--- config.mk ---
export PLATFORM = sky130hd
export DESIGN_NAME = wutc_top
export DESIGN_NICKNAME = d
export VERILOG_FILES = /design/src/rtl/wutc_pkg.sv /design/src/rtl/wutc_prescaler.sv /design/src/rtl/wutc_top.sv
export SDC_FILE = /design/constraint.sdc
export NUM_CORES = 1
export LEC_CHECK = 0
export ABC_CLOCK_PERIOD_IN_PS = 4100
export BUFFER_PORTS_ARGS = -buffer_cell sky130_fd_sc_hd__buf_2
export CELL_PAD_IN_SITES_DETAIL_PLACEMENT = 2
export CELL_PAD_IN_SITES_GLOBAL_PLACEMENT = 2
export CORE_AREA = 2 2 150 152
export DETAILED_ROUTE_END_ITERATION = 10
export DIE_AREA = 0 0 152 154
export MAX_ROUTING_LAYER = met4
export PLACE_DENSITY_LB_ADDON = 0.1
export SKIP_CTS_REPAIR_TIMING = 1
export SYNTH_ARGS = -nofsm -noshare
export SYNTH_HDL_FRONTEND = slang
export SYNTH_SLANG_ARGS = --single-unit
--- constraint.sdc ---
create_clock -name CLK_SYS_I -period 4.1 [get_ports CLK_SYS_I]
set_input_delay 0.615 -clock CLK_SYS_I [delete_from_list [all_inputs] [get_ports CLK_SYS_I]]
set_output_delay 0.615 -clock CLK_SYS_I [all_outputs]
set_load 0.02 [all_outputs]
--- src/rtl/wutc_pkg.sv ---
// wutc_pkg: shared constants and types for the wake-up timer controller
package wutc_pkg;

  localparam int unsigned ADDR_W = 11;
  localparam int unsigned DATA_W = 8;

  // register byte addresses
  localparam logic [10:0] ADDR_TIMER_CONFIG_PRESCALE = 11'h316;
  localparam logic [10:0] ADDR_TIMER_CONFIG_WAKE = 11'h317;
  localparam logic [10:0] ADDR_RELOAD_LOW_BYTE = 11'h318;
  localparam logic [10:0] ADDR_RELOAD_HIGH_BYTE = 11'h319;
  localparam logic [10:0] ADDR_TIMER_CONTROL = 11'h31A;
  localparam logic [10:0] ADDR_SLOW_OSCILLATOR_STATUS = 11'h31B;
  localparam logic [10:0] ADDR_COUNT_LOW = 11'h31C;
  localparam logic [10:0] ADDR_COUNT_HIGH = 11'h31D;
  localparam logic [10:0] ADDR_INT_OUT1_ENABLE_LOW = 11'h31E;
  localparam logic [10:0] ADDR_INT_OUT2_ENABLE_LOW = 11'h31F;

  // field positions
  localparam int unsigned PRESCALE_LSB = 0;
  localparam int unsigned PRESCALE_W = 3;
  localparam int unsigned WAKE_CLK_EN_BIT = 0;
  localparam int unsigned WAKE_CLK_SEL_BIT = 3;
  localparam int unsigned WAKE_ARM_BIT = 7;
  localparam int unsigned CTRL_FLAG_RESET_BIT = 0;
  localparam int unsigned CTRL_CAL_BIT = 1;
  localparam int unsigned STAT_CAL_DONE_BIT = 0;
  localparam int unsigned STAT_FLAG_BIT = 1;
  localparam int unsigned STAT_RUN_BIT = 2;
  localparam int unsigned IRQ_EN_TIMEOUT_BIT = 0;

  // reset values
  localparam logic [7:0] RST_PRESCALE = 8'h00;
  localparam logic [7:0] RST_WAKE = 8'h00;
  localparam logic [7:0] RST_RELOAD_LOW = 8'h00;
  localparam logic [7:0] RST_RELOAD_HIGH = 8'h00;
  localparam logic [7:0] RST_CONTROL = 8'h00;
  localparam logic [7:0] RST_IRQ_EN = 8'h00;

  // timing
  localparam int unsigned SYS_CLK_HZ = 40000000;
  localparam int unsigned CAL_TIME_US = 1000;
  localparam int unsigned CAL_CYCLES = (SYS_CLK_HZ / 1000000) * CAL_TIME_US;
  localparam int unsigned SLOW_TICK_HZ = 32768;

  typedef struct packed {
    logic [10:0] addr;
    logic [7:0] wdata;
    logic we;
    logic re;
  } wutc_reg_req_t;

  typedef enum logic [1:0] {
    WUTC_SRC_RC,
    WUTC_SRC_XTAL
  } wutc_src_t;

  // tick division per 3-bit code
  function automatic logic [16:0] wutc_divider(input logic [2:0] code);
    unique case (code)
      3'h0: wutc_divider = 17'h00001;
      3'h1: wutc_divider = 17'h00004;
      3'h2: wutc_divider = 17'h00008;
      3'h3: wutc_divider = 17'h00010;
      3'h4: wutc_divider = 17'h00080;
      3'h5: wutc_divider = 17'h00400;
      3'h6: wutc_divider = 17'h02000;
      3'h7: wutc_divider = 17'h10000;
    endcase
  endfunction

endpackage

--- src/rtl/wutc_prescaler.sv ---
// wutc_prescaler: programmable divider of the slow tick enable
`timescale 1ns/10ps
module wutc_prescaler #(
  parameter int unsigned CNT_W = 17
) (
  input wire logic clk_i,
  input wire logic rst_i,
  input wire logic run_i,
  input wire logic tick_i,
  input wire logic [2:0] code_i,
  output logic tick_o
);
  import wutc_pkg::*;

  // elaboration guard: rejects CNT_W below 17; the largest divider's last count, 65535, fits in 16 bits
  if (CNT_W < 17) begin : g_cnt_w_check
    $error("wutc_prescaler: CNT_W too small for largest divider");
  end

  logic [CNT_W-1:0] cnt_q;
  logic [CNT_W-1:0] last;

  assign last = CNT_W'(wutc_divider(code_i) - 17'h00001);

  // counts slow ticks; restarts whenever the timer is stopped
  always_ff @(posedge clk_i) begin
    if (rst_i || !run_i) begin
      cnt_q <= '0;
    end else if (tick_i) begin
      cnt_q <= (cnt_q >= last) ? '0 : cnt_q + 1'b1;
    end
  end

  always_ff @(posedge clk_i) begin
    if (rst_i) begin
      tick_o <= 1'b0;
    end else begin
      tick_o <= run_i && tick_i && (cnt_q >= last);
    end
  end

endmodule // wutc_prescaler

--- src/rtl/wutc_top.sv ---
// wutc_top: wake-up timer with prescaler, down counter and RC calibration
`timescale 1ns/10ps
module wutc_top #(
  parameter int unsigned CAL_CNT = wutc_pkg::CAL_CYCLES
) (
  input wire logic CLK_SYS_I,
  input wire logic RST_I,
  input wire logic [wutc_pkg::ADDR_W-1:0] REG_ADDR_I,
  input wire logic [wutc_pkg::DATA_W-1:0] REG_WDATA_I,
  input wire logic REG_WE_I,
  input wire logic REG_RE_I,
  input wire logic RC_TICK_I,
  input wire logic XTAL_TICK_I,
  input wire logic SLEEP_I,
  output logic [wutc_pkg::DATA_W-1:0] REG_RDATA_O,
  output logic IRQ1_O,
  output logic IRQ2_O,
  output logic WAKE_O,
  output logic CAL_RUN_O
);
  import wutc_pkg::*;

  // elaboration guard: a zero-length calibration would wrap the counter and run 2^32 cycles before done
  if (CAL_CNT < 1) begin : g_cal_cnt_check
    $error("wutc_top: CAL_CNT must be at least one");
  end

  wutc_reg_req_t req;
  assign req = '{addr: REG_ADDR_I, wdata: REG_WDATA_I, we: REG_WE_I, re: REG_RE_I};

  function automatic logic hit(input wutc_reg_req_t r, input logic [10:0] a);
    hit = r.we && (r.addr == a);
  endfunction

  logic [7:0] prescale_q;
  logic [7:0] wake_q;
  logic [7:0] reload_lo_q;
  logic [7:0] reload_hi_q;
  logic [7:0] ctrl_q;
  logic [7:0] irq1_en_q;
  logic [7:0] irq2_en_q;

  // register writes
  always_ff @(posedge CLK_SYS_I) begin
    if (RST_I) begin
      prescale_q <= RST_PRESCALE;
      wake_q <= RST_WAKE;
      reload_lo_q <= RST_RELOAD_LOW;
      reload_hi_q <= RST_RELOAD_HIGH;
      ctrl_q <= RST_CONTROL;
      irq1_en_q <= RST_IRQ_EN;
      irq2_en_q <= RST_IRQ_EN;
    end else begin
      if (hit(req, ADDR_TIMER_CONFIG_PRESCALE)) prescale_q <= req.wdata;
      if (hit(req, ADDR_TIMER_CONFIG_WAKE)) wake_q <= req.wdata;
      if (hit(req, ADDR_RELOAD_LOW_BYTE)) reload_lo_q <= req.wdata;
      if (hit(req, ADDR_RELOAD_HIGH_BYTE)) reload_hi_q <= req.wdata;
      if (hit(req, ADDR_TIMER_CONTROL)) ctrl_q <= req.wdata;
      if (hit(req, ADDR_INT_OUT1_ENABLE_LOW)) irq1_en_q <= req.wdata;
      if (hit(req, ADDR_INT_OUT2_ENABLE_LOW)) irq2_en_q <= req.wdata;
    end
  end

  // tick pins are asynchronous to the system clock
  logic [1:0] rc_sync_q;
  logic [1:0] xt_sync_q;
  logic tick_lvl_q;
  logic tick_en;
  wutc_src_t src;

  always_ff @(posedge CLK_SYS_I) begin
    if (RST_I) begin
      rc_sync_q <= 2'h0;
      xt_sync_q <= 2'h0;
    end else begin
      rc_sync_q <= {rc_sync_q[0], RC_TICK_I};
      xt_sync_q <= {xt_sync_q[0], XTAL_TICK_I};
    end
  end

  assign src = wake_q[WAKE_CLK_SEL_BIT] ? WUTC_SRC_XTAL : WUTC_SRC_RC;

  logic tick_sel;
  always_comb begin
    unique case (src)
      WUTC_SRC_XTAL: tick_sel = xt_sync_q[1];
      default: tick_sel = rc_sync_q[1];
    endcase
  end

  // rising edge of the chosen slow clock becomes a one-cycle enable
  always_ff @(posedge CLK_SYS_I) begin
    if (RST_I) begin
      tick_lvl_q <= 1'b0;
    end else begin
      tick_lvl_q <= tick_sel;
    end
  end
  assign tick_en = tick_sel && !tick_lvl_q;

  logic run;
  logic run_q;
  logic pre_tick;
  assign run = wake_q[WAKE_CLK_EN_BIT];

  wutc_prescaler #(
    .CNT_W(17)
  ) u_prescaler (
    .clk_i(CLK_SYS_I),
    .rst_i(RST_I),
    .run_i(run),
    .tick_i(tick_en),
    .code_i(prescale_q[PRESCALE_LSB +: PRESCALE_W]),
    .tick_o(pre_tick)
  );

  // down counter; reloads on enable and after reaching zero
  logic [15:0] count_q;
  logic [15:0] reload;
  logic hit_zero;
  assign reload = {reload_hi_q, reload_lo_q};

  always_ff @(posedge CLK_SYS_I) begin
    if (RST_I) begin
      run_q <= 1'b0;
    end else begin
      run_q <= run;
    end
  end

  always_ff @(posedge CLK_SYS_I) begin
    if (RST_I) begin
      count_q <= 16'h0000;
    end else if (run && !run_q) begin
      count_q <= reload;
    end else if (run && pre_tick) begin
      count_q <= (count_q == 16'h0000) ? reload : count_q - 16'h0001;
    end
  end

  // zero reached on this decrement
  assign hit_zero = run && pre_tick && (count_q == 16'h0001);

  // sticky timeout flag; a new timeout beats a simultaneous reset
  logic flag_q;
  always_ff @(posedge CLK_SYS_I) begin
    if (RST_I) begin
      flag_q <= 1'b0;
    end else if (hit_zero) begin
      flag_q <= 1'b1;
    end else if (ctrl_q[CTRL_FLAG_RESET_BIT]) begin
      flag_q <= 1'b0;
    end
  end

  always_ff @(posedge CLK_SYS_I) begin
    if (RST_I) begin
      IRQ1_O <= 1'b0;
      IRQ2_O <= 1'b0;
    end else begin
      IRQ1_O <= flag_q && irq1_en_q[IRQ_EN_TIMEOUT_BIT];
      IRQ2_O <= flag_q && irq2_en_q[IRQ_EN_TIMEOUT_BIT];
    end
  end

  // wake is held while asleep, armed and an enabled timeout is pending
  always_ff @(posedge CLK_SYS_I) begin
    if (RST_I) begin
      WAKE_O <= 1'b0;
    end else begin
      WAKE_O <= SLEEP_I && wake_q[WAKE_ARM_BIT] && flag_q
                && (irq1_en_q[IRQ_EN_TIMEOUT_BIT] || irq2_en_q[IRQ_EN_TIMEOUT_BIT]);
    end
  end

  // calibration: only a 0-to-1 change of the control bit starts it
  logic cal_done_q;
  logic [31:0] cal_cnt_q;
  logic cal_start;
  assign cal_start = hit(req, ADDR_TIMER_CONTROL) && req.wdata[CTRL_CAL_BIT]
                     && !ctrl_q[CTRL_CAL_BIT];

  always_ff @(posedge CLK_SYS_I) begin
    if (RST_I) begin
      cal_done_q <= 1'b0;
      cal_cnt_q <= 32'h00000000;
      CAL_RUN_O <= 1'b0;
    end else begin
      if (cal_start) begin
        CAL_RUN_O <= 1'b1;
        cal_done_q <= 1'b0;
        cal_cnt_q <= 32'(CAL_CNT - 1);
      end else if (CAL_RUN_O) begin
        if (cal_cnt_q == 32'h00000000) begin
          CAL_RUN_O <= 1'b0;
          cal_done_q <= 1'b1;
        end else begin
          cal_cnt_q <= cal_cnt_q - 32'h00000001;
        end
      end
    end
  end

  // readback, registered; unmapped addresses read zero
  logic [7:0] rd;
  always_comb begin
    unique case (req.addr)
      ADDR_TIMER_CONFIG_PRESCALE: rd = prescale_q;
      ADDR_TIMER_CONFIG_WAKE: rd = wake_q;
      ADDR_RELOAD_LOW_BYTE: rd = reload_lo_q;
      ADDR_RELOAD_HIGH_BYTE: rd = reload_hi_q;
      ADDR_TIMER_CONTROL: rd = ctrl_q;
      ADDR_SLOW_OSCILLATOR_STATUS: begin
        rd = 8'h00;
        rd[STAT_CAL_DONE_BIT] = cal_done_q;
        rd[STAT_FLAG_BIT] = flag_q;
        rd[STAT_RUN_BIT] = run_q;
      end
      ADDR_COUNT_LOW: rd = count_q[7:0];
      ADDR_COUNT_HIGH: rd = count_q[15:8];
      ADDR_INT_OUT1_ENABLE_LOW: rd = irq1_en_q;
      ADDR_INT_OUT2_ENABLE_LOW: rd = irq2_en_q;
      default: rd = 8'h00;
    endcase
  end

  always_ff @(posedge CLK_SYS_I) begin
    if (RST_I) begin
      REG_RDATA_O <= 8'h00;
    end else if (req.re) begin
      REG_RDATA_O <= rd;
    end
  end

endmodule // wutc_top

## Yosys cells after proc, flatten, opt, wreduce, memory -nomap -nowiden

Memories as Yosys holds them, arrays and structs flattened. A register that Yosys moved wholly into a read port is not among the register bits.
Cells that the tools add are included.

- Bits in registers: 142
- Memories: 1
- Memory bits (read-only): 64

- Equality and inequality tests: 13
- Mux-type cells: 17
- Reductions and logical operators: 35
- Magnitude comparators: 1
- Bitwise operators: 1
- $add $sub $neg: 4

Memory list:

| memory | depth | width | read ports | clocked after memory_dff | wr ports | line | source |
|---|---|---|---|---|---|---|---|
| (no name shown) | 8 | 8 | 1 | 1 | 0 | wutc_pkg.sv:60 | `unique case (code)` |

Operators with widths:

| operator | number |
|---|---|
| 11-bit by 10-bit == test with 1-bit output (second input constant) | 10 |
| 16-bit two-way mux | 6 |
| 8-bit one-hot mux with 10 select lines | 1 |
| 32-bit logical NOT | 1 |
| 32-bit by 1-bit subtractor with 32-bit output (second input constant) | 1 |
| 1-bit logical AND | 20 |
| 17-bit by 1-bit adder with 17-bit output (second input constant) | 1 |
| 17-bit greater-or-equal comparator | 1 |
| 17-bit two-way mux | 1 |
| 17-bit by 1-bit subtractor with 17-bit output (second input constant) | 1 |
| 16-bit by 1-bit == test with 1-bit output (second input constant) | 1 |
| 16-bit logical NOT | 1 |
| 16-bit by 1-bit subtractor with 16-bit output (second input constant) | 1 |
| 1-bit two-way mux | 7 |
| 3-bit two-way mux | 2 |
| 2-bit AND reduction | 3 |
| 2-bit nonzero test | 3 |
| 1-bit logical NOT | 4 |
| 1-bit logical OR | 2 |
| 2-bit inequality test (second input constant) | 1 |
| 2-bit OR reduction | 1 |
| 1-bit == test (second input constant) | 1 |
| 1-bit NOT | 1 |

## Depth between registers and ports, before layout

- Depth in word-level cells: 6
- Gate-level depth with buffers: 12
- Mapped depth without buffers: 11

## Hierarchy

From an unflattened synthesis, not the netlist that was laid out.

- Cells, all modules: 876
- Area, all modules: 7354.6 sq um

Modules (own cells, without submodules):

| module | cells each | times used | area an instance (sq um) | seq. area each (sq um) |
|---|---|---|---|---|
| wutc_top | 718 | 1 | 5967.0 | 2482.4 |
| wutc_prescaler | 158 | 1 | 1387.6 | 360.3 |

## Worst setup path before layout

No wires, ideal clock.

- Kind: reg2reg
- Start point: register (tool-made name)
- End point: register u_prescaler.cnt_q[10]
- Period minus slack after synthesis: 2889 ps
- Path slack: 1211 ps
- Buffers on the path: 1
- Setup time: 132 ps
- Arrival time: 2757 ps
- Data required time: 3968 ps
- Stages on the path, launching flop included: 11
- Path through: dfxtp_1 nor2_1 nand3_1 or3_1 or2_2 xor2_1 ha_1 nand4_1 o41ai_2 clkbuf_1 nor3_1

RTL lines:

| element | line | source |
|---|---|---|
| to (signal assigned) | wutc_prescaler.sv:30 | `cnt_q <= (cnt_q >= last) ? '0 : cnt_q + 1'b1;` |
| to (decl) | wutc_prescaler.sv:20 | `logic [CNT_W-1:0] cnt_q;` |

==> metrics.md <==
| Metric | Value |
|---|---|
| Worst stage delay on the critical path | 0.42 ns |
| Initial DRC count | 340 |
| Cell Int Power | ~0.0023 W |
| Yosys reg bits | 150 |
| Crit share post-route | 0.749 |
| Routed vias/inst | about 5.5 |
| Total track usage | 0.224 |
| Largest area contributor in the netlist | dfxtp_1 |
| Clock power frac | 0.491 |
| Worst hold start | XTAL_TICK_I |
| Post-Syn Instances | 874 |
| Clock transition at path regs | approximately 0.060 ns |
| Hold Path Class | in2reg |
| Net switching power | between 0.0007 and 0.0008 W |
| Clk buf depth | 2 |
| Dpl cells | 1,146 |
| Dpl hpwl | 17,900 um |
| Met3 Wirelength | between 600 and 700 um |
| Pleak | 3.10 nW |
| Initial antenna violation count | 0 |
| Actual slew at the worst max-slew pin | 1.08 ns |
| Predominant post-synthesis flop cell | dfxtp_1 |
| Site row count | 54 |
| Max-slew headroom | 0.278 |
| Switching Share | 0.241 |
| Peak VDD IR | 250 uV |
| Die height | 154 um |
| MaxCap Viol Count | 0 |
| Share of layout cells above drive strength 1 | 0.119 |
| TritonCTS clock tree | done |
| CP Class | reg2reg |
| Status | finished, final reports clean |
| Worst-path fanout max | 18 |
| Routed len/inst | about 21 um |
| CTS buffer count | 17 |
| Async S/R FF share, synth | 0 |
| Area grow syn2layout | 12.5% |
| Setup_tns | 0 ns |
| Global-route wire length before repair | 40,400 um |
| Die Wd | ~150 um |
| Worst skew pair latency | roughly 0.44 ns |
| DR pass1 iterations | 4 |
| Clock skew | 0.0172 ns |
| FF-to-FF path depth | 12 |
| Final Max Tran Viols | 0 |
| Crit start category | register |
| Metal-1 WL | 10,700 um |
| Synth top area cells | dfxtp_1 40%, mux2i_1 7.3%, nor2_1 4.9%, a21oi_1 4.3%, ha_1 3.8% |
| Commonest cells in the synthesized netlist | 150 x dfxtp_1, 97 x nor2_1, 75 x nand2_1 |
| Buffers added on ports | 37 |
| Top routing layer used | met4 |
| Non-filler cells, final | 1,178 |
| Critical path's slowest cell | or3_1 |
| Core box area | 0.0217 mm^2 |
| Final setup vio count | 0 |
| Met2 routed WL | 13,100 um |
| Post-synth EDFFs | 0 |
| Placed cell areas | 0.00789 mm^2 |
| Final worst path period need | 3.07 ns |
| Share of power burned in registers | 0.480 |
| Critical path arrival | 3.41 ns |
| Ant. Diodes | 0 |
| Fmax | 326 MHz |
| Drt drc | 0 |
| Count leader, synth | dfxtp_1 |
| Syn avg cell area | 8.58 um^2 |
| Ordered list of cells on the worst path | nor2_1 > nand3_1 > or3_1 > or2_2 > ha_1 > a21o_1 > a21oi_1 > nor2b_1 > o21ai_0 > o41ai_2 > buf_4 > nor3_1 |
| Routability cong. | approximately 0.84 |
| Final hold violation count | 0 |
| RSZ-0062 raised after global routing | no |
| Syn. warnings | 0 |
| Number of global-route vias before repair | 7,091 |
| Yosys cell types | a little under 70 |
| Synthesized area | 0.00750 mm^2 |
| Overflow left after global routing | 0 |
| Gate power share | 0.030 |
| Final instance area | about 0.0084 mm^2 |
| Pin count of the biggest net entering global routing | 56 |
| Layout Nets | 934 |
| CTS Root Cell | clkbuf_16 |
| Routed WL | between 20,000 and 25,000 um |
| Top-level I/O count | 38 |
| Power per cell area | 361 mW/mm^2 |
| Vias post-DR | 6,497 |
| Initial core utilization | 0.346 |
| Hold depth | 2 |
| Crit path required time | around 4.4 ns |
| CTS H-tree lvls | 4 |
| Post-route ant nets | 0 |
| Clk sinks | 150 |
| Top cell type's share of synthesized area | 0.400 |
| Die footprint | approximately 0.023 mm^2 |
| Post-synthesis sequential area ratio | 0.400 |
| Syn_nets | a little over 900 |
| Worst setup EP type | register |
sequential cells by signal (all words and copies together) (netlist names), 2 cells and up, named ones only:
signal,count
wake_q,8
prescale_q,8
u_prescaler.cnt_q,17
REG_RDATA_O,8
xt_sync_q,2
rc_sync_q,2
ctrl_q,8
irq2_en_q,8
reload_hi_q,8
count_q,16
reload_lo_q,8
irq1_en_q,8
cal_cnt_q,32
final cells by class:
type,count,area [um^2]
well taps,280,350
clock inverters,9,70.1
inverters,15,56.3
flip-flops and latches,150,3000
multi-input cells,655,4230
clock buffers,23,478
repair buffers,46,255
fillers,2406,13200
metrics by stage:
stage	power (W)	setup slack, ns	hold WS, ns	utilization
after floorplan	0.00154	1.21	0.414	-
after global routing	0.00315	0.814	0.414	0.389
after CTS	0.00309	0.941	0.394	0.389
final	0.00304	1.03	0.410	0.389
after global placement	0.00158	0.812	0.422	0.364
after detailed placement	0.00158	0.573	0.440	0.364
worst max-delay path: cells and delay by family, from the launching register on:
| family | cells | cell delay, ns |
|---|---|---|
| AOI/OAI and AO/OA | 4 | 0.65 |
| adders and majority gates | 1 | 0.30 |
| buffers and inverters | 1 | 0.22 |
| DFF | 1 | 0.34 |
| and+or+nand+nor | 6 | 1.47 |
power by group through the flow:
stage / sequential (W) / combinational, W / clock [W]
floorplan: 0.00149 / 0.0000516 / 0
global placement: 0.00149 / 0.0000896 / 0
detailed placement: 0.00149 / 0.0000923 / 0
CTS: 0.00146 / 0.0000924 / 0.00153
global route: 0.00146 / 0.0000990 / 0.00160
finish: 0.00146 / 0.0000908 / 0.00149
cell families after synthesis:
logic type      Yosys count  share of synthesized area
flops                   150                      0.400
compound gates          158                      0.133
xor+xnor                 48                     0.0560
buf+inv                  69                     0.0362
simple gates            361                      0.246
fa+ha+maj                23                     0.0384
mux                      65                     0.0899
layer usage:
layer,vias up,track usage
met4,0,0.0636
met1,3238,0.264
met5,-,-
met2,92,0.395
met3,26,0.0347
li1,3141,-
cell usage in the layout (no fill, tap or decap), types with 25 or more instances in the layout:
| cell | count |
|---|---|
| dfxtp_1 | 150 |
| nor2_1 | 97 |
| nand2_1 | 75 |
| a21oi_1 | 65 |
| mux2i_1 | 55 |
| nor3_1 | 44 |
| buf_2 | 36 |
| nand3_1 | 29 |
| o21ai_0 | 26 |
| xor2_1 | 25 |
path summary, 6_finish.rpt:
kind                                       endpoint  slack [ns]
setup / recovery  u_prescaler.cnt_q[4]$_SDFFE_PP0P_        1.03
hold / removal              xt_sync_q[0]$_SDFF_PP0_        0.41
setup reg to reg  u_prescaler.cnt_q[4]$_SDFFE_PP0P_        1.03
hold reg to reg             xt_sync_q[1]$_SDFF_PP0_        0.46
No activity file was read; power rests on OpenSTA's default activity.
